## config.mk

```make
export PLATFORM = sky130hd
export DESIGN_NAME = voltage_limit_gpio_regs
export DESIGN_NICKNAME = d
export VERILOG_FILES = /design/src/design/vlimit_pkg.sv /design/src/design/voltage_limit_gpio_regs.sv
export VERILOG_INCLUDE_DIRS = /design/src /design/src/design
export SDC_FILE = /design/constraint.sdc
export NUM_CORES = 1
export LEC_CHECK = 0
export ABC_CLOCK_PERIOD_IN_PS = 3300
export BUFFER_PORTS_ARGS = -buffer_cell sky130_fd_sc_hd__buf_2
export CORE_AREA = 2 2 173 90
export CTS_BUF_LIST = sky130_fd_sc_hd__clkbuf_8
export DETAILED_ROUTE_END_ITERATION = 10
export DIE_AREA = 0 0 175 92
export SYNTH_ARGS = -nofsm -noshare
export SYNTH_HDL_FRONTEND = slang
export SYNTH_SLANG_ARGS = --single-unit
```

## constraint.sdc

```tcl
create_clock -name clk -period 3.3 [get_ports clk]
set_input_delay 0.495 -clock clk [delete_from_list [all_inputs] [get_ports clk]]
set_output_delay 0.495 -clock clk [all_outputs]
set_load 0.01 [all_outputs]
```

## src/design/vlimit_consts.svh

```systemverilog
// Offsets, field positions and reset values of the limit and pin register bank
// Summary of operation
// - Writable source high/low limit bytes reset to FFh and 00h.
// - Every new source reading is compared against all its limits.
// - Source reading at or above high limit raises alert and over flag.
// - Source reading below low limit raises alert and under flag.
// - Writable critical limits: sense signed reset 7Fh, source reset FFh.
// - Reading at or above critical limit drives critical pin low, sets flag.
// - Critical stays until reading below limit minus 5-bit hysteresis, reset 0Ah.
// - Pin configuration resets to 08h: input, change alert masked.
// - Unmasked input pin change raises alert; mask ignored for output.
// - Input bit mirrors pin; change while input sets pin status.
// - Output-level bit drives pin when output, reset 0.
// - Direction bit: 0 input (reset), 1 output.
// - Feature register shows straps captured at power-up, zero without straps.
// - Upper nibble is threshold strap, also peak threshold reset value.
// - Lower nibble is duration strap, also peak duration reset value.
// - Read-only part identification byte.
// - Read-only maker identification byte.
// - Read-only die revision byte.
`ifndef VLIMIT_CONSTS_SVH
`define VLIMIT_CONSTS_SVH

// ----------------------------------------------------------------
// Register indices (byte address is four times the index)
// ----------------------------------------------------------------
`define IDX_SRC_HIGH     8'h64
`define IDX_SRC_LOW      8'h65
`define IDX_SENSE_CRIT   8'h66
`define IDX_SRC_CRIT     8'h68
`define IDX_SENSE_HYST   8'h69
`define IDX_SRC_HYST     8'h6a
`define IDX_PIN_CFG      8'h70
`define IDX_STATUS       8'h71
`define IDX_PEAK_CTRL    8'h72
`define IDX_FEATURES     8'hfc
`define IDX_PART_ID      8'hfd
`define IDX_MAKER_ID     8'hfe
`define IDX_REVISION     8'hff

// ----------------------------------------------------------------
// Reset values
// ----------------------------------------------------------------
`define RST_SRC_HIGH     8'hff
`define RST_SRC_LOW      8'h00
`define RST_SENSE_CRIT   8'h7f
`define RST_SRC_CRIT     8'hff
`define RST_HYST         5'h0a
`define RST_PIN_CFG      4'h8

// ----------------------------------------------------------------
// Field positions
// ----------------------------------------------------------------
`define HYST_W           5
`define ST_OVER          0
`define ST_UNDER         1
`define ST_SENSE_CRIT    2
`define ST_SRC_CRIT      3
`define ST_PIN_CHANGE    4
`define ST_PIN_ALERT     5
`define ST_W             6
`define CH_SENSE         0
`define CH_SRC           1

`endif

```

## src/design/vlimit_pkg.sv

```systemverilog
// Types shared by the limit and pin register bank
package vlimit_pkg;

  // ----------------------------------------------------------------
  // Avalon-MM request from the master
  // ----------------------------------------------------------------
  typedef struct packed {
    logic        read;
    logic        write;
    logic [7:0]  address;
    logic [31:0] writedata;
    logic [3:0]  byteenable;
  } avmm_req_t;

  // ----------------------------------------------------------------
  // Pin configuration byte, low nibble
  // ----------------------------------------------------------------
  typedef struct packed {
    logic changeMask;
    logic inLevel;
    logic outLevel;
    logic dir;
  } pin_cfg_t;

  // ----------------------------------------------------------------
  // Bus answer states
  // ----------------------------------------------------------------
  typedef enum logic [1:0] {
    BUS_IDLE = 2'b01,
    BUS_ACK  = 2'b10
  } bus_state_t;

endpackage : vlimit_pkg

```

## src/design/voltage_limit_gpio_regs.sv

```systemverilog
// Limit registers, critical alarm, general pin and identity registers
//
// Added by the designer: the Avalon-MM interface to the registers.
`timescale 1ns/1ps
`default_nettype none
`include "vlimit_consts.svh"

module voltage_limit_gpio_regs #(
  parameter logic [7:0] PART_ID        = 8'h11, // Arbitrary value
  parameter logic [7:0] MAKER_ID       = 8'h22, // Arbitrary value
  parameter logic [7:0] REVISION_ID    = 8'h01, // Arbitrary value
  parameter bit         STRAPS_PRESENT = 1'b1
) (
  // Clock and reset
  input  wire logic                    clk,
  input  wire logic                    rst,
  // Avalon-MM slave
  input  wire vlimit_pkg::avmm_req_t   busReq,
  output logic [31:0]                  readdata,
  output logic                         waitrequest,
  // Measurements
  input  wire logic [7:0]              shuntReading,
  input  wire logic                    shuntValid,
  input  wire logic [7:0]              supplyReading,
  input  wire logic                    supplyValid,
  // Strap pins
  input  wire logic [3:0]              strapThresholdCode,
  input  wire logic [3:0]              strapDurationCode,
  // General-purpose pin
  input  wire logic                    pinIn,
  output logic                         pinOut,
  output logic                         pinOe,
  // Alarms and peak detector controls
  output logic                         alertN,
  output logic                         criticalAlarmN,
  output logic [3:0]                   peakThresholdField,
  output logic [3:0]                   peakDurationField
);

  // ----------------------------------------------------------------
  // Declarations
  // ----------------------------------------------------------------
  vlimit_pkg::bus_state_t busState;
  vlimit_pkg::pin_cfg_t   pinCfg;
  logic [7:0]             srcHigh;
  logic [7:0]             srcLow;
  logic [7:0]             senseCrit;
  logic [7:0]             srcCrit;
  logic [4:0]             senseHyst;
  logic [4:0]             srcHyst;
  logic [`ST_W-1:0]       status;
  logic [`ST_W-1:0]       statusSet;
  logic [`ST_W-1:0]       statusClr;
  logic [7:0]             strapFeatures;
  logic                   strapsCaptured;
  logic                   pinSync1;
  logic                   pinSync2;
  logic                   pinPrev;
  logic                   pinChange;
  logic [2:0]             pinArm;
  logic                   cfgMask;
  logic                   cfgOut;
  logic                   cfgDir;
  logic                   wrPinCfg;
  logic                   wrStatus;
  logic                   wrPeak;
  logic                   busReqOn;
  logic                   accept;
  logic                   wrLane;
  logic [1:0]             critValid;
  logic [1:0]             critActive;
  logic [1:0]             critSet;
  logic [7:0]             critReading [2];
  logic [7:0]             critLimit   [2];
  logic [4:0]             critHyst    [2];

  // Index match, used by write strobes and the read mux
  function automatic logic hit(input logic [7:0] addr, input logic [7:0] idx);
    hit = (addr == idx);
  endfunction : hit

  // Widen a byte for the critical compare; only the sense channel is signed
  function automatic logic signed [9:0] widen(input logic [7:0] val, input logic isSigned);
    widen = isSigned ? {{2{val[7]}}, val} : {2'b00, val};
  endfunction : widen

  // Pin configuration reset pattern, taken apart into its stored bits
  localparam logic [3:0] PIN_CFG_RESET = `RST_PIN_CFG;

  // ----------------------------------------------------------------
  // Avalon-MM slave: one wait state on every access
  // ----------------------------------------------------------------
  // The wait state buys a registered read path: the mux is sampled on
  // the request edge and its byte stands at the answer edge
  assign busReqOn    = busReq.read | busReq.write;
  assign accept      = busReqOn & (busState == vlimit_pkg::BUS_ACK);
  assign waitrequest = busReqOn & (busState != vlimit_pkg::BUS_ACK);
  assign wrLane      = busReq.write & accept & busReq.byteenable[0];

  // Strobes for the registers that live outside the limit bank
  assign wrPinCfg    = wrLane & hit(busReq.address, `IDX_PIN_CFG);
  assign wrStatus    = wrLane & hit(busReq.address, `IDX_STATUS);
  assign wrPeak      = wrLane & hit(busReq.address, `IDX_PEAK_CTRL);

  // Answer state: request seen, then released at the next edge
  // A request still held after its answer edge counts as a new one
  always_ff @(posedge clk or posedge rst)
  begin
    if (rst)
      busState <= vlimit_pkg::BUS_IDLE;
    else
    begin
      case (busState)
        vlimit_pkg::BUS_IDLE:
        begin
          if (busReqOn)
            busState <= vlimit_pkg::BUS_ACK;
        end
        vlimit_pkg::BUS_ACK:
          busState <= vlimit_pkg::BUS_IDLE;
        default:
          busState <= vlimit_pkg::BUS_IDLE;
      endcase
    end
  end

  // Read data captured a cycle early so it is stable at the answer edge
  // Unmapped indices read as zero
  always_ff @(posedge clk or posedge rst)
  begin
    if (rst)
      readdata <= 32'h0;
    else if (busReq.read && busState == vlimit_pkg::BUS_IDLE)
    begin
      readdata <= 32'h0;
      if (hit(busReq.address, `IDX_SRC_HIGH))
        readdata[7:0] <= srcHigh;
      else if (hit(busReq.address, `IDX_SRC_LOW))
        readdata[7:0] <= srcLow;
      else if (hit(busReq.address, `IDX_SENSE_CRIT))
        readdata[7:0] <= senseCrit;
      else if (hit(busReq.address, `IDX_SRC_CRIT))
        readdata[7:0] <= srcCrit;
      else if (hit(busReq.address, `IDX_SENSE_HYST))
        readdata[4:0] <= senseHyst;
      else if (hit(busReq.address, `IDX_SRC_HYST))
        readdata[4:0] <= srcHyst;
      else if (hit(busReq.address, `IDX_PIN_CFG))
        readdata[3:0] <= pinCfg;
      else if (hit(busReq.address, `IDX_STATUS))
        readdata[`ST_W-1:0] <= status;
      else if (hit(busReq.address, `IDX_PEAK_CTRL))
        readdata[7:0] <= {peakThresholdField, peakDurationField};
      else if (hit(busReq.address, `IDX_FEATURES))
        readdata[7:0] <= strapFeatures;
      else if (hit(busReq.address, `IDX_PART_ID))
        readdata[7:0] <= PART_ID;
      else if (hit(busReq.address, `IDX_MAKER_ID))
        readdata[7:0] <= MAKER_ID;
      else if (hit(busReq.address, `IDX_REVISION))
        readdata[7:0] <= REVISION_ID;
    end
  end

  // ----------------------------------------------------------------
  // Limit and hysteresis registers
  // ----------------------------------------------------------------
  // A reading in the same cycle as a limit write meets the old limit
  // Read-only indices have no write strobe at all
  always_ff @(posedge clk or posedge rst)
  begin
    if (rst)
    begin
      srcHigh   <= `RST_SRC_HIGH;
      srcLow    <= `RST_SRC_LOW;
      senseCrit <= `RST_SENSE_CRIT;
      srcCrit   <= `RST_SRC_CRIT;
      senseHyst <= `RST_HYST;
      srcHyst   <= `RST_HYST;
    end
    else if (wrLane)
    begin
      if (hit(busReq.address, `IDX_SRC_HIGH))
        srcHigh <= busReq.writedata[7:0];
      if (hit(busReq.address, `IDX_SRC_LOW))
        srcLow <= busReq.writedata[7:0];
      if (hit(busReq.address, `IDX_SENSE_CRIT))
        senseCrit <= busReq.writedata[7:0];
      if (hit(busReq.address, `IDX_SRC_CRIT))
        srcCrit <= busReq.writedata[7:0];
      if (hit(busReq.address, `IDX_SENSE_HYST))
        senseHyst <= busReq.writedata[4:0];
      if (hit(busReq.address, `IDX_SRC_HYST))
        srcHyst <= busReq.writedata[4:0];
    end
  end

  // ----------------------------------------------------------------
  // Critical channels: sense is signed, source is unsigned
  // ----------------------------------------------------------------
  // Between readings the alarm only holds; a release needs a fresh
  // reading below limit minus hysteresis
  assign critValid      = {supplyValid, shuntValid};
  assign critReading[0] = shuntReading;
  assign critReading[1] = supplyReading;
  assign critLimit[0]   = senseCrit;
  assign critLimit[1]   = srcCrit;
  assign critHyst[0]    = senseHyst;
  assign critHyst[1]    = srcHyst;

  for (genvar ch = 0; ch < 2; ch++)
  begin : g_crit
    logic signed [9:0] valueExt;
    logic signed [9:0] limitExt;
    logic signed [9:0] releaseLevel;
    logic              atLimit;
    logic              belowRelease;

    // Ten bits leave room for a negative release level
    assign valueExt = widen(critReading[ch], ch == `CH_SENSE);
    assign limitExt = widen(critLimit[ch], ch == `CH_SENSE);
    assign releaseLevel = limitExt - $signed({5'h00, critHyst[ch]});
    assign atLimit      = valueExt >= limitExt;
    assign belowRelease = valueExt < releaseLevel;
    assign critSet[ch]  = critValid[ch] & atLimit;

    // Alarm holds through the hysteresis band
    always_ff @(posedge clk or posedge rst)
    begin
      if (rst)
        critActive[ch] <= 1'b0;
      else if (critValid[ch])
      begin
        if (atLimit)
          critActive[ch] <= 1'b1;
        else if (belowRelease)
          critActive[ch] <= 1'b0;
      end
    end
  end

  assign criticalAlarmN = ~|critActive;

  // ----------------------------------------------------------------
  // General-purpose pin
  // ----------------------------------------------------------------
  // Two stages before any logic looks at the pin
  always_ff @(posedge clk or posedge rst)
  begin
    if (rst)
    begin
      pinSync1 <= 1'b0;
      pinSync2 <= 1'b0;
      pinPrev  <= 1'b0;
    end
    else
    begin
      pinSync1 <= pinIn;
      pinSync2 <= pinSync1;
      pinPrev  <= pinSync2;
    end
  end

  // Change detection waits until the history holds real pin samples,
  // else a pin idling high would show a false edge after reset
  always_ff @(posedge clk or posedge rst)
  begin
    if (rst)
      pinArm <= 3'b000;
    else
      pinArm <= {pinArm[1:0], 1'b1};
  end

  // Output drive ignores the pin input, so only inputs report change
  assign pinChange = pinArm[2] & ~cfgDir & (pinSync2 ^ pinPrev);

  // Stored configuration bits; a write to the level bit is dropped
  always_ff @(posedge clk or posedge rst)
  begin
    if (rst)
    begin
      cfgMask <= PIN_CFG_RESET[3];
      cfgOut  <= PIN_CFG_RESET[1];
      cfgDir  <= PIN_CFG_RESET[0];
    end
    else if (wrPinCfg)
    begin
      cfgMask <= busReq.writedata[3];
      cfgOut  <= busReq.writedata[1];
      cfgDir  <= busReq.writedata[0];
    end
  end

  // Readback view; the level bit is only ever the synchronised pin
  assign pinCfg.changeMask = cfgMask;
  assign pinCfg.inLevel    = pinSync2;
  assign pinCfg.outLevel   = cfgOut;
  assign pinCfg.dir        = cfgDir;
  assign pinOe             = cfgDir;
  assign pinOut            = cfgOut;

  // ----------------------------------------------------------------
  // Sticky status, write one to clear, set wins
  // ----------------------------------------------------------------
  always_comb
  begin
    statusSet = '0;
    statusSet[`ST_OVER]       = supplyValid & (supplyReading >= srcHigh);
    statusSet[`ST_UNDER]      = supplyValid & (supplyReading < srcLow);
    statusSet[`ST_SENSE_CRIT] = critSet[`CH_SENSE];
    statusSet[`ST_SRC_CRIT]   = critSet[`CH_SRC];
    statusSet[`ST_PIN_CHANGE] = pinChange;
    statusSet[`ST_PIN_ALERT]  = pinChange & ~pinCfg.changeMask;
  end

  // Write one to clear; a cause present in the same cycle wins
  assign statusClr = wrStatus ? busReq.writedata[`ST_W-1:0] : '0;

  // Flags stay until cleared, so a short excursion is never lost
  always_ff @(posedge clk or posedge rst)
  begin
    if (rst)
      status <= '0;
    else
      status <= (status & ~statusClr) | statusSet;
  end

  // Alert stays low until software clears every cause
  // Critical causes are left out: they have a pin of their own
  assign alertN = ~(status[`ST_OVER] | status[`ST_UNDER] | status[`ST_PIN_ALERT]);

  // ----------------------------------------------------------------
  // Straps and peak detector control
  // ----------------------------------------------------------------
  // Straps sampled on the first edge after reset, never under reset
  // Later strap movement is ignored until the next reset
  always_ff @(posedge clk or posedge rst)
  begin
    if (rst)
    begin
      strapsCaptured <= 1'b0;
      strapFeatures  <= 8'h00;
    end
    else if (!strapsCaptured)
    begin
      strapsCaptured <= 1'b1;
      if (STRAPS_PRESENT)
        strapFeatures <= {strapThresholdCode, strapDurationCode};
    end
  end

  // Peak fields start from the straps and are writable afterwards
  // Only the first edge loads straps; no write can arrive that early
  always_ff @(posedge clk or posedge rst)
  begin
    if (rst)
    begin
      peakThresholdField <= 4'h0;
      peakDurationField  <= 4'h0;
    end
    else if (!strapsCaptured)
    begin
      peakThresholdField <= STRAPS_PRESENT ? strapThresholdCode : 4'h0;
      peakDurationField  <= STRAPS_PRESENT ? strapDurationCode : 4'h0;
    end
    else if (wrPeak)
    begin
      peakThresholdField <= busReq.writedata[7:4];
      peakDurationField  <= busReq.writedata[3:0];
    end
  end

endmodule : voltage_limit_gpio_regs
`default_nettype wire

```

=== After elaboration in Yosys (flattened, before gate mapping) ===
Index checks and enable logic that the tools add are counted.

* Add/subtract/negate cells: 2
* Multiply operators: 0
* Div/mod/pow operators: 0
* $lt $le $gt $ge: 6
* Equal/unequal tests: 18
* Shift-type cells: 0
* Muxes and demuxes: 28
* Bitwise logic cells: 24
* Reduce and logical (&&, ||, !) cells: 13

{| class="wikitable"
|+ Operators with widths
! cell !! count
|-
| 8-bit by 7-bit equality test with 1-bit output, second input constant || 9
|-
| 8-bit two-way mux || 8
|-
| 8-bit equality test, second input constant || 4
|-
| 8-bit greater-or-equal comparator || 3
|-
| 4-bit two-way mux || 6
|-
| 2-bit AND reduction || 8
|-
| 1-bit AND || 14
|-
| 6-bit two-way mux || 2
|-
| 5-bit two-way mux || 2
|-
| 8-bit by 9-bit < comparator with 1-bit output || 1
|-
| 9-bit < comparator || 1
|-
| 8-bit by 5-bit subtractor with 9-bit output || 1
|-
| 8-bit by 6-bit subtractor with 9-bit output || 1
|-
| 8-bit < comparator || 1
|-
| 6-bit AND || 1
|-
| 2-bit two-way mux || 3
|-
| 3-bit two-way mux || 2
|-
| 6-bit inverter || 1
|-
| 6-bit OR || 1
|-
| 1-bit two-way mux || 5
|-
| 2-bit != test, second input constant || 2
|-
| 2-bit nonzero test || 2
|-
| 1-bit inverter || 3
|-
| 1-bit OR || 3
|-
| other kinds (7) || 7
|}

* Bits in registers: 86
* Latch bits: 0
* Bits in writable memories: 0
* ROM bits: 0
* Input bits: 75
* Logic and storage cells: 113
* Memories kept: 0

=== Logic depth before layout (Yosys ltp) ===
Gate-level depths: netlist of the first run.

* Word-level depth: 14
* Gate-level depth with buffers: 14

=== Worst setup path after synthesis of the first run ===
No wires, ideal clock.

* Path kind: register to register
* From: reg srcHyst[1]
* To: reg critActive[1]
* Setup time: 134 ps
* Arrival time: 2773 ps
* Required time: 3166 ps
* Setup slack: 393 ps
* Cell stages (with the launch flop): 15
* Clock period less this slack: 2907 ps
* Cells stage by stage: dfstp_2 inv_1 ha_1 nor2b_1 o21ai_0 a21oi_1 o21ai_0 nor2b_1 xnor2_1 ha_1 a21o_1 a21oi_1 o211ai_1 a2111oi_0 o21ai_0

* Word-level cells in the longest chain between the ends: 4

{| class="wikitable"
|+ Ends and longest elaborated chain
! item !! RTL line !! source
|-
| start, declared || voltage_limit_gpio_regs.sv:50 || <nowiki>logic [4:0] srcHyst;</nowiki>
|-
| start signal, assigned || voltage_limit_gpio_regs.sv:179 || <nowiki>srcHyst <= `RST_HYST;</nowiki>
|-
| start signal, assigned || voltage_limit_gpio_regs.sv:194 || <nowiki>srcHyst <= busReq.writedata[4:0];</nowiki>
|-
| 8-bit by 5-bit subtractor with 9-bit output || voltage_limit_gpio_regs.sv:222 || <nowiki>assign releaseLevel = limitExt - $signed({5'h00, critHyst[ch]});</nowiki>
|-
| 9-bit < comparator || voltage_limit_gpio_regs.sv:224 || <nowiki>assign belowRelease = valueExt < releaseLevel;</nowiki>
|-
| 2-bit nonzero test (no source line) || - ||
|-
| 2-bit AND reduction (no source line) || - ||
|-
| end signal, assigned by index || voltage_limit_gpio_regs.sv:231 || <nowiki>critActive[ch] <= 1'b0;</nowiki>
|-
| end signal, assigned by index || voltage_limit_gpio_regs.sv:235 || <nowiki>critActive[ch] <= 1'b1;</nowiki>
|-
| end signal, assigned by index || voltage_limit_gpio_regs.sv:237 || <nowiki>critActive[ch] <= 1'b0;</nowiki>
|-
| end, declared || voltage_limit_gpio_regs.sv:71 || <nowiki>logic [1:0] critActive;</nowiki>
|}

No other way between the ends.
A chain may end at the register's enable or synchronous reset.

=== Final worst setup path of the first run ===
Ends and elaborated chain as after synthesis.

==> results of run 1 <==
-- stage by stage --
stage | power [mW] | setup TNS (ps) | hold slack, ps | instances
floorplan | 1.54 | 0 | 331 | 653
global placement | 1.73 | 0 | 336 | 888
detailed placement | 1.75 | -64.3 | 339 | 888
CTS | 2.51 | 0 | 167 | 904
global route | 2.63 | -66.1 | 193 | 904
finish | 2.50 | 0 | 153 | 904
-- cell usage after synthesis (3+ instances only) --
library cell / instances
o21ai_0: 67
nand2_1: 66
dfrtp_1: 56
ha_1: 56
inv_1: 54
nor2_1: 39
a21oi_1: 36
dfstp_2: 29
buf_4: 25
mux2_2: 22
a21o_1: 13
nand2b_1: 13
mux2i_1: 12
nand3_1: 11
clkbuf_1: 10
a22oi_1: 9
buf_2: 8
o22ai_1: 8
nor2b_1: 7
xnor2_1: 7
a211oi_1: 5
or3_1: 5
a21boi_0: 4
buf_6: 4
nand3b_1: 4
nand4_1: 4
xor2_1: 4
a2111oi_0: 3
and3_1: 3
nor3_1: 3
o2111ai_1: 3
o211ai_1: 3
-- flip-flops by register name, indices dropped and copies added (netlist names) --
register / cells
busState: 2
cfgMask: 1
critActive: 2
peakDurationField: 4
peakThresholdField: 4
pinArm: 3
pinOe: 1
pinOut: 1
pinPrev: 1
pinSync1: 1
pinSync2: 1
readdata: 8
senseCrit: 8
senseHyst: 5
srcCrit: 8
srcHigh: 8
srcHyst: 5
srcLow: 8
status: 6
strapFeatures: 8
-- where the power goes --
part           internal [mW]  leakage (nW)  switching, mW  total (mW)
Clock                  0.352        0.0937          0.412       0.765
Sequential              1.15         0.919         0.0801        1.23
Combinational          0.196          2.17          0.318       0.513
Total                   1.69          3.18          0.810        2.50
-- kinds of logic (layout without fill, tap and decap cells) --
logic type / count (synthesis) / count (layout) / synth area share (%)
xor+xnor: 11 / 11 / 1.68
compound gates: 165 / 165 / 17.2
flops: 85 / 85 / 37.6
simple gates: 171 / 171 / 14.9
mux: 35 / 35 / 6.59
other cells: 2 / 25 / 0.131
fa+ha+maj: 58 / 58 / 12.9
buf+inv: 103 / 150 / 9.05
-- cells in the final DEF (no fill, tap or decap), types with 3 or more instances in the layout --
cell and instances:
a211oi_1 5, a21boi_0 3, a21o_1 13, a21oi_1 36
a22oi_1 9, and3_1 3, buf_2 68, buf_4 12
clkbuf_8 9, clkinvlp_4 3, conb_1 25, dfrtp_1 56
dfstp_2 29, ha_1 56, inv_1 54, mux2_2 22
mux2i_1 12, nand2_1 66, nand2b_1 13, nand3_1 11
nand3b_1 4, nand4_1 4, nor2_1 39, nor2b_1 6
nor3_1 3, o2111ai_1 3, o211ai_1 3, o21ai_0 64
o21ai_1 4, o22ai_1 8, or3_1 5, xnor2_1 7
xor2_1 4
-- cell type report --
| cell class | count | area share, % |
|---|---|---|
| clock buffer | 9 | 1.93 |
| inverter | 54 | 3.18 |
| clock inverter | 7 | 1.15 |
| multi-input combinational | 465 | 49.4 |
| sequential | 85 | 33.7 |
| tap | 204 | 3.98 |
| timing repair buffer | 80 | 6.70 |
-- worst max path at each step --
| stage | start | to | depth (start not counted) |
|---|---|---|---|
| 2_1_floorplan | srcHyst[1]$_DFFE_PP1P_ | critActive[1]$_DFFE_PP0P_ | 14 |
| 3_3_place_gp | srcHyst[1]$_DFFE_PP1P_ | critActive[1]$_DFFE_PP0P_ | 14 |
| 3_5_place_dp | srcHyst[1]$_DFFE_PP1P_ | critActive[1]$_DFFE_PP0P_ | 14 |
| 4_1_cts | srcHyst[1]$_DFFE_PP1P_ | critActive[1]$_DFFE_PP0P_ | 14 |
| 5_1_grt | srcHyst[1]$_DFFE_PP1P_ | critActive[1]$_DFFE_PP0P_ | 14 |
| 6_report | srcHyst[1]$_DFFE_PP1P_ | critActive[1]$_DFFE_PP0P_ | 14 |
-- per-layer routing --
layer  track usage, %  wire (microns)
met5                0              13
met4             3.33             112
met3             6.43            1560
met2             29.9            6760
met1             34.2            8820
-- worst max-delay path, cell delays in order, from the launching register on --
cell	delay, ps
dfstp_2	560
inv_1	70
ha_1	260
nor2b_1	130
o21ai_1	180
a21oi_1	110
o21ai_1	180
nor2b_4	180
xnor2_1	130
ha_1	290
a21o_1	190
a21oi_1	140
o211ai_1	120
a2111oi_2	380
o21ai_0	120
==> results.yml, run 1 <==
outcome:
  status: "complete, no violations"
worst_setup_path:
  cp_data_arrival_time_ps: 3400
  r2r-start: "srcHyst[1]$_DFFE_PP1P_"
  ff2ff_setup_slack_ps: 140
  crit_required_ps: 3540
  r2r_end: "critActive[1]$_DFFE_PP0P_"
  ff2ff_path_depth: 14
  startpoint_type: "register"
  setup.worst_path.class: "reg2reg"
  end_kind: "register"
  worst-path-max-fanout: 3
cts:
  path_clk_slew_ps: 90
  cts-root-buf: "clkbuf_8"
  postCtsSetupBuffers: 0
  cts_hold_buffers: 0
  cts_tree: "done"
  clkSinkCount: 85
  cts_made_buffers: 9
  cts_resized: 2
  clk_latency_ps: 370
  cts.path.max_buffers: 2
  htreeDepth: 3
timing:
  fin_crit_sh_pct: 95.9
  min_period_ps: 3160
  clock.fmax_ghz: 0.316
  fin_worst_skew_ps: 14.5
  fin_ws_ps: 136
  setup_violations: 0
  slew_violations: 0
  slew_headroom_pct: 33.9
  rsz0062_at_grt: "true"
  tightest_slew_ps: 966
  hold_viol: 0
power:
  leakagePower_nw: 3.18
  power-per-cell-area_nw_per_um2: 390
  ir_drop_mv: 0.172
job:
  max_cap_violations: 0
finish:
  nets: 828
  antennaDiodeCount: 0
  area_growth_pct: 11.7
  multi_input_area_sq_um: 3170
  drive_gt1_share_pct: 22.9
  fillCellCount: 1486
  final_area_sq_um: 6420
  seqCellArea_sq_um: 2160
  final_util_pct: 43.2
floorplan:
  die_h_microns: 92
  num_io_pins: 120
  row_count: 32
  die_area_sq_um: 16100
  fp.dieW_microns: 175
  core-area_sq_um: 14900
  initial_core_util_pct: 38.7
drt:
  routed_via_density: 5.31
  wl_per_cell_microns: 19.1
  drt-total-wl_mm: 17.3
  drc_errors: 0
  drt_iter0_markers: 345
  vias: 4800
  antenna_left: 0
  firstDrtPassIters: 5
placed_design:
  place_congestion: 0.967
  io_buffers: 68
  place_ws_ps: -64.3
  place_area_sq_um: 6210
  dp_hpwl_mm: 13.9
yosys:
  synth.avg_cell_area_sq_um: 9.13
  synth_edf_count: 0
  yosysSeqAreaShare_pct: 37.6
  syn_inst: 630
  netlist_area_sq_um: 5750
  synth_top_area_cell: "dfrtp_1"
  ys_ff_latch: 85
  synth_top_area_share_pct: 24.4
  async_reset_ff_share_pct: 100
  synth.distinct_cells: 62
  synth.top_cells.by_area: "dfrtp_1 (24%), dfstp_2 (13%), ha_1 (12%)"
  yosysWarningCount: 0
  synth_top_flop_cell: "dfrtp_1"
global_routing:
  grt_pass1_vias: 4574
  overflow: 0
  grt_max_degree: 33
  grt_first_pass_wirelength_mm: 26.5
  grt_usage_pct: 21.9
  grt_antenna_before_repair: 1
worst_hold_path:
  hp-class: "in2async"
(Power assumes the default switching activity.)
==> run 2, diff against run 1 <==
CORE_AREA = 2 2 148 78   (was 2 2 173 90)
DIE_AREA = 0 0 150 80   (was 0 0 175 92)
PLACE_DENSITY = 0.79   (was not set)
==> run 2 against run 1 <==
Net effect:
- non-clock buffer count decreased by 2
- die area decreased by 25%
- flip-flop and latch count unchanged
- critical endpoint unchanged
==> results.yml, run 2 (synthesis gave the netlist of run 1 again) <==
floorplan:
  die_h_microns: 80
  fp.dieW_microns: 150
  core-area_sq_um: 10700
  row_count: 27
  num_io_pins: 120
  die_area_sq_um: 12000
  initial_core_util_pct: 53.9
timing:
  slew_headroom_pct: 39.5
  min_period_ps: 3060
  hold_viol: 0
  setup_violations: 0
  setup_tns_ps: 0
  slew_violations: 0
  worst_hold_slack_ps: 14.6
  clock.fmax_ghz: 0.326
  fin_worst_skew_ps: 14.0
  rsz0062_at_grt: "true"
  fin_ws_ps: 236
  fin_crit_sh_pct: 92.8
  tightest_slew_ps: 885
worst_setup_path:
  worst-path-max-fanout: 3
  crit_family: "compound AO/OA/AOI/OAI gates"
  max_stage_delay_ps: 550
  end_kind: "register"
  r2r_end: "critActive[1]$_DFFE_PP0P_"
  startpoint_type: "register"
  r2r-start: "srcHyst[1]$_DFFE_PP1P_"
  crit_required_ps: 3540
  ff2ff_setup_slack_ps: 240
  crit_buf_inv: 1
  ff2ff_path_depth: 14
  setup.worst_path.class: "reg2reg"
  worstSetupPathDepth: 14
  cp_slowest_cell: "dfstp_2"
  cp_data_arrival_time_ps: 3300
  crit_chain: "inv_1 -> ha_1 -> nor2b_1 -> o21ai_2 -> a21oi_1 -> o21ai_1 -> nor2b_2 -> xnor2_1 -> ha_1 -> a21o_1 -> a21oi_1 -> o211ai_1 -> a2111oi_2 -> o21ai_1"
power:
  leakagePower_nw: 3.15
  clkPwrFrac_pct: 28.4
  switchingPower_mw: 0.813
  p_int_mw: 1.62
  seqPwrFrac_pct: 50.1
  switching_share_pct: 33.4
  power-per-cell-area_nw_per_um2: 385
  p_comb_share_pct: 21.5
  ir_drop_mv: 0.233
placed_design:
  dp_hpwl_mm: 13.1
  placed_cells: 826
  place_congestion: 0.981
  place_ws_ps: -115
  io_buffers: 68
  place_area_sq_um: 6110
outcome:
  status: "complete, no violations"
drt:
  routed_via_density: 5.97
  antenna_left: 0
  vias: 5034
  firstDrtPassIters: 6
  drc_errors: 0
  wl_per_cell_microns: 19.8
  drt_iter0_markers: 635
  drt-total-wl_mm: 16.7
worst_hold_path:
  hp-class: "in2async"
global_routing:
  grt_first_pass_wirelength_mm: 25.9
  grt_pass1_vias: 4899
  overflow: 0
  grt_max_degree: 38
  grt_antenna_before_repair: 0
  grt_usage_pct: 28.8
finish:
  area_growth_pct: 9.86
  final_area_sq_um: 6320
  fin_cells: 843
  multi_input_area_sq_um: 3180
  layout_common_cells: "buf_2 (68), nand2_1 (66), o21ai_0 (62)"
  nets: 826
  antennaDiodeCount: 0
  fillCellCount: 943
  seqCellArea_sq_um: 2160
  final_common_cell: "buf_2"
  drive_gt1_share_pct: 23.1
cts:
  htreeDepth: 3
  cts_hold_buffers: 0
  cts_tree: "done"
  cts-root-buf: "clkbuf_8"
  cts_made_buffers: 9
  clk_latency_ps: 380
  path_clk_slew_ps: 100
  clkSinkCount: 85
  cts.path.max_buffers: 2
job:
  max_cap_violations: 0
==> run 2: worst max path at each step <==
stage	from	end	slack, ps
6_report	srcHyst[1]$_DFFE_PP1P_	critActive[1]$_DFFE_PP0P_	240
5_1_grt	srcHyst[1]$_DFFE_PP1P_	critActive[1]$_DFFE_PP0P_	-8
4_1_cts	srcHyst[1]$_DFFE_PP1P_	critActive[1]$_DFFE_PP0P_	60
3_5_place_dp	srcHyst[1]$_DFFE_PP1P_	critActive[1]$_DFFE_PP0P_	-120
3_3_place_gp	srcHyst[1]$_DFFE_PP1P_	critActive[1]$_DFFE_PP0P_	80
2_1_floorplan	srcHyst[1]$_DFFE_PP1P_	critActive[1]$_DFFE_PP0P_	390
==> run 2: what timing repair did <==
item,CTS,global route
buffers inserted,0,1
setup endpoints to repair,1,2
pin swaps,0,2
gates cloned,0,0
resized for setup,3,10
==> run 2: worst reg2reg max path: cells and delay by family (launching register included) <==
kind,cells,cell delay [ps]
flip-flops,1,550
buffers and inverters,1,70
AO/OA/AOI/OAI,8,1300
AND/OR/NAND/NOR,2,320
adder cells (fa/ha/maj),2,550
XOR/XNOR,1,130
==> run 2: power by group through the flow <==
stage / sequential (mW) / combinational, mW / clock, mW
floorplan: 1.24 / 0.305 / 0
global placement: 1.23 / 0.482 / 0
detailed placement: 1.24 / 0.509 / 0
CTS: 1.22 / 0.513 / 0.697
global route: 1.23 / 0.572 / 0.755
finish: 1.22 / 0.522 / 0.690
==> run 2: metrics by stage <==
stage	total power [mW]	util, %
3_3_place_gp	1.71	57.2
3_5_place_dp	1.75	57.2
5_1_grt	2.55	59.2
2_1_floorplan	1.54	-
6_report	2.43	59.2
4_1_cts	2.43	58.9
==> run 2: final cells by class <==
cell class | instances | area share, %
clock inverter | 7 | 0.812
sequential | 85 | 34.2
tap | 145 | 2.87
timing repair buffer | 78 | 6.58
clock buffer | 9 | 1.96
inverter | 54 | 3.23
multi-input combinational | 465 | 50.3
==> run 2: routing by layer <==
layer  GRT usage (%)  up-vias  routed length, microns
met3            9.94       25                    2160
li1                -     2269                       -
met4            6.60        0                     202
met1            40.9     2439                    7430
met2            42.2      301                    6890
met5               0        -                       0
==> run 3, diff against run 2 <==
PLACE_DENSITY = 0.76   (was 0.79)
==> run 3 against run 2 <==
Net effect:
- sequential power barely moved
- core utilization rose by 0.20 points
- fmax fell by 2.7%
- worst hold slack improved by 180 ps
- count of clock-buffer cells in the layout did not move
- non-clock buffer count fell by 3
- combinational power barely moved
- global-route usage fell by 0.054 points
- sequential share of layout area fell by 0.11 points
==> results.yml, run 3 (synthesis gave the netlist of run 1 again) <==
power:
  power-per-cell-area_nw_per_um2: 394
  leakagePower_nw: 3.17
  total_power_mw: 2.50
  ir_drop_mv: 0.232
global_routing:
  grt_antenna_before_repair: 1
  grt_first_pass_wirelength_mm: 25.8
  top_usage_layer: "met1"
  grt_pass1_vias: 4805
  grt_usage_pct: 28.7
  grt_util_met1_pct: 42.7
  use_met2_pct: 41.0
  overflow: 0
  grt_use_met3_pct: 8.00
  grt_max_degree: 86
timing:
  clock.fmax_ghz: 0.318
  setup_violations: 0
  slew_violations: 0
  fin_crit_sh_pct: 95.4
  tightest_slew_ps: 822
  fin_ws_ps: 152
  rsz0062_at_grt: "false"
  min_period_ps: 3150
  slew_headroom_pct: 45.2
  hold_viol: 0
  fin_worst_skew_ps: 11.1
drt:
  drt-total-wl_mm: 16.3
  drt_iter0_markers: 482
  wl_per_cell_microns: 19.4
  antenna_left: 0
  drc_errors: 0
  vias: 4983
  routed_via_density: 5.93
  firstDrtPassIters: 5
placed_design:
  placed_cells: 824
  io_buffers: 68
  place_ws_ps: -74.6
  place_area_sq_um: 6110
  dp_hpwl_mm: 12.7
  place_congestion: 0.971
worst_setup_path:
  r2r_end: "critActive[1]$_DFFE_PP0P_"
  ff2ff_setup_slack_ps: 150
  setup.worst_path.class: "reg2reg"
  ff2ff_path_depth: 14
  crit_required_ps: 3530
  worst-path-max-fanout: 3
  r2r-start: "srcHyst[1]$_DFFE_PP1P_"
  end_kind: "register"
  startpoint_type: "register"
  startpoint: "srcHyst[1]$_DFFE_PP1P_"
  cp_data_arrival_time_ps: 3380
finish:
  seqCellArea_sq_um: 2160
  antennaDiodeCount: 0
  final_area_sq_um: 6340
  fillCellCount: 963
  layout_common_cells: "buf_2 (68), nand2_1 (66), o21ai_0 (64)"
  area_growth_pct: 10.2
  final_common_cell: "buf_2"
  nets: 823
  final_util_pct: 59.4
  fin_cells: 840
  drive_gt1_share_pct: 22.7
  multi_input_area_sq_um: 3190
floorplan:
  core-area_sq_um: 10700
  num_io_pins: 120
  die_h_microns: 80
  die_area_sq_um: 12000
  row_count: 27
  fp.dieW_microns: 150
  initial_core_util_pct: 53.9
cts:
  cts_tree: "done"
  cts-root-buf: "clkbuf_8"
  htreeDepth: 3
  cts_hold_buffers: 0
  path_clk_slew_ps: 90
  clkSinkCount: 85
  postCtsSetupBuffers: 0
  cts.path.max_buffers: 2
  cts_made_buffers: 9
  clk_latency_ps: 370
job:
  max_cap_violations: 0
outcome:
  status: "complete, no violations"
worst_hold_path:
  hp-class: "in2async"
run 3: where the power goes:
group	switching [mW]	total, mW	internal [mW]
Combinational	0.322	0.519	0.197
Sequential	0.0758	1.22	1.15
Clock	0.402	0.756	0.354
run 3: area by class of cell:
type                    count  share of cell area (%)
flip-flops and latches     85                    34.1
clock inverters             7                    1.18
inverters                  54                    3.22
well taps                 145                    2.86
repair buffers             75                    6.40
multi-input cells         465                    50.3
clock buffers               9                    1.95
run 3: timing repair:
item / 4_1_cts / 5_1_grt
resized for setup: 2 / 10
setup endpoints to repair: 1 / 2
endpoints found under the hold margin: 0 / 0
run 3: critical path: stages (launching register included):
cell and delay (ps):
dfstp_2 550, inv_1 70, ha_1 260, nor2b_1 140, o21ai_2 160, a21oi_1 100
o21ai_1 200, nor2b_4 200, xnor2_2 120, ha_1 280, a21o_1 210, a21oi_2 130
o211ai_1 120, a2111oi_2 370, o21ai_0 110
run 3: per-layer routing:
layer | wire, microns | share of wire, %
met1 | 7420 | 45
met2 | 6670 | 41
met3 | 1990 | 12
met4 | 244 | 1.5
met5 | 13 | 0.080
run 3: worst max path at each step:
stage / to / slack [ps] / cells past startpoint
final: critActive[1]$_DFFE_PP0P_ / 150 / 14
after global routing: critActive[1]$_DFFE_PP0P_ / 5 / 14
after CTS: critActive[1]$_DFFE_PP0P_ / 10 / 14
after detailed placement: critActive[1]$_DFFE_PP0P_ / -70 / 14
after global placement: critActive[1]$_DFFE_PP0P_ / 150 / 14
after floorplan: critActive[1]$_DFFE_PP0P_ / 390 / 14
run 3: stage by stage:
| stage | hold WS (ps) | setup TNS, ps |
|---|---|---|
| 2_1_floorplan | 331 | 0 |
| 3_3_place_gp | 334 | 0 |
| 3_5_place_dp | 340 | -74.6 |
| 4_1_cts | 216 | 0 |
| 5_1_grt | 217 | 0 |
| 6_report | 196 | 0 |
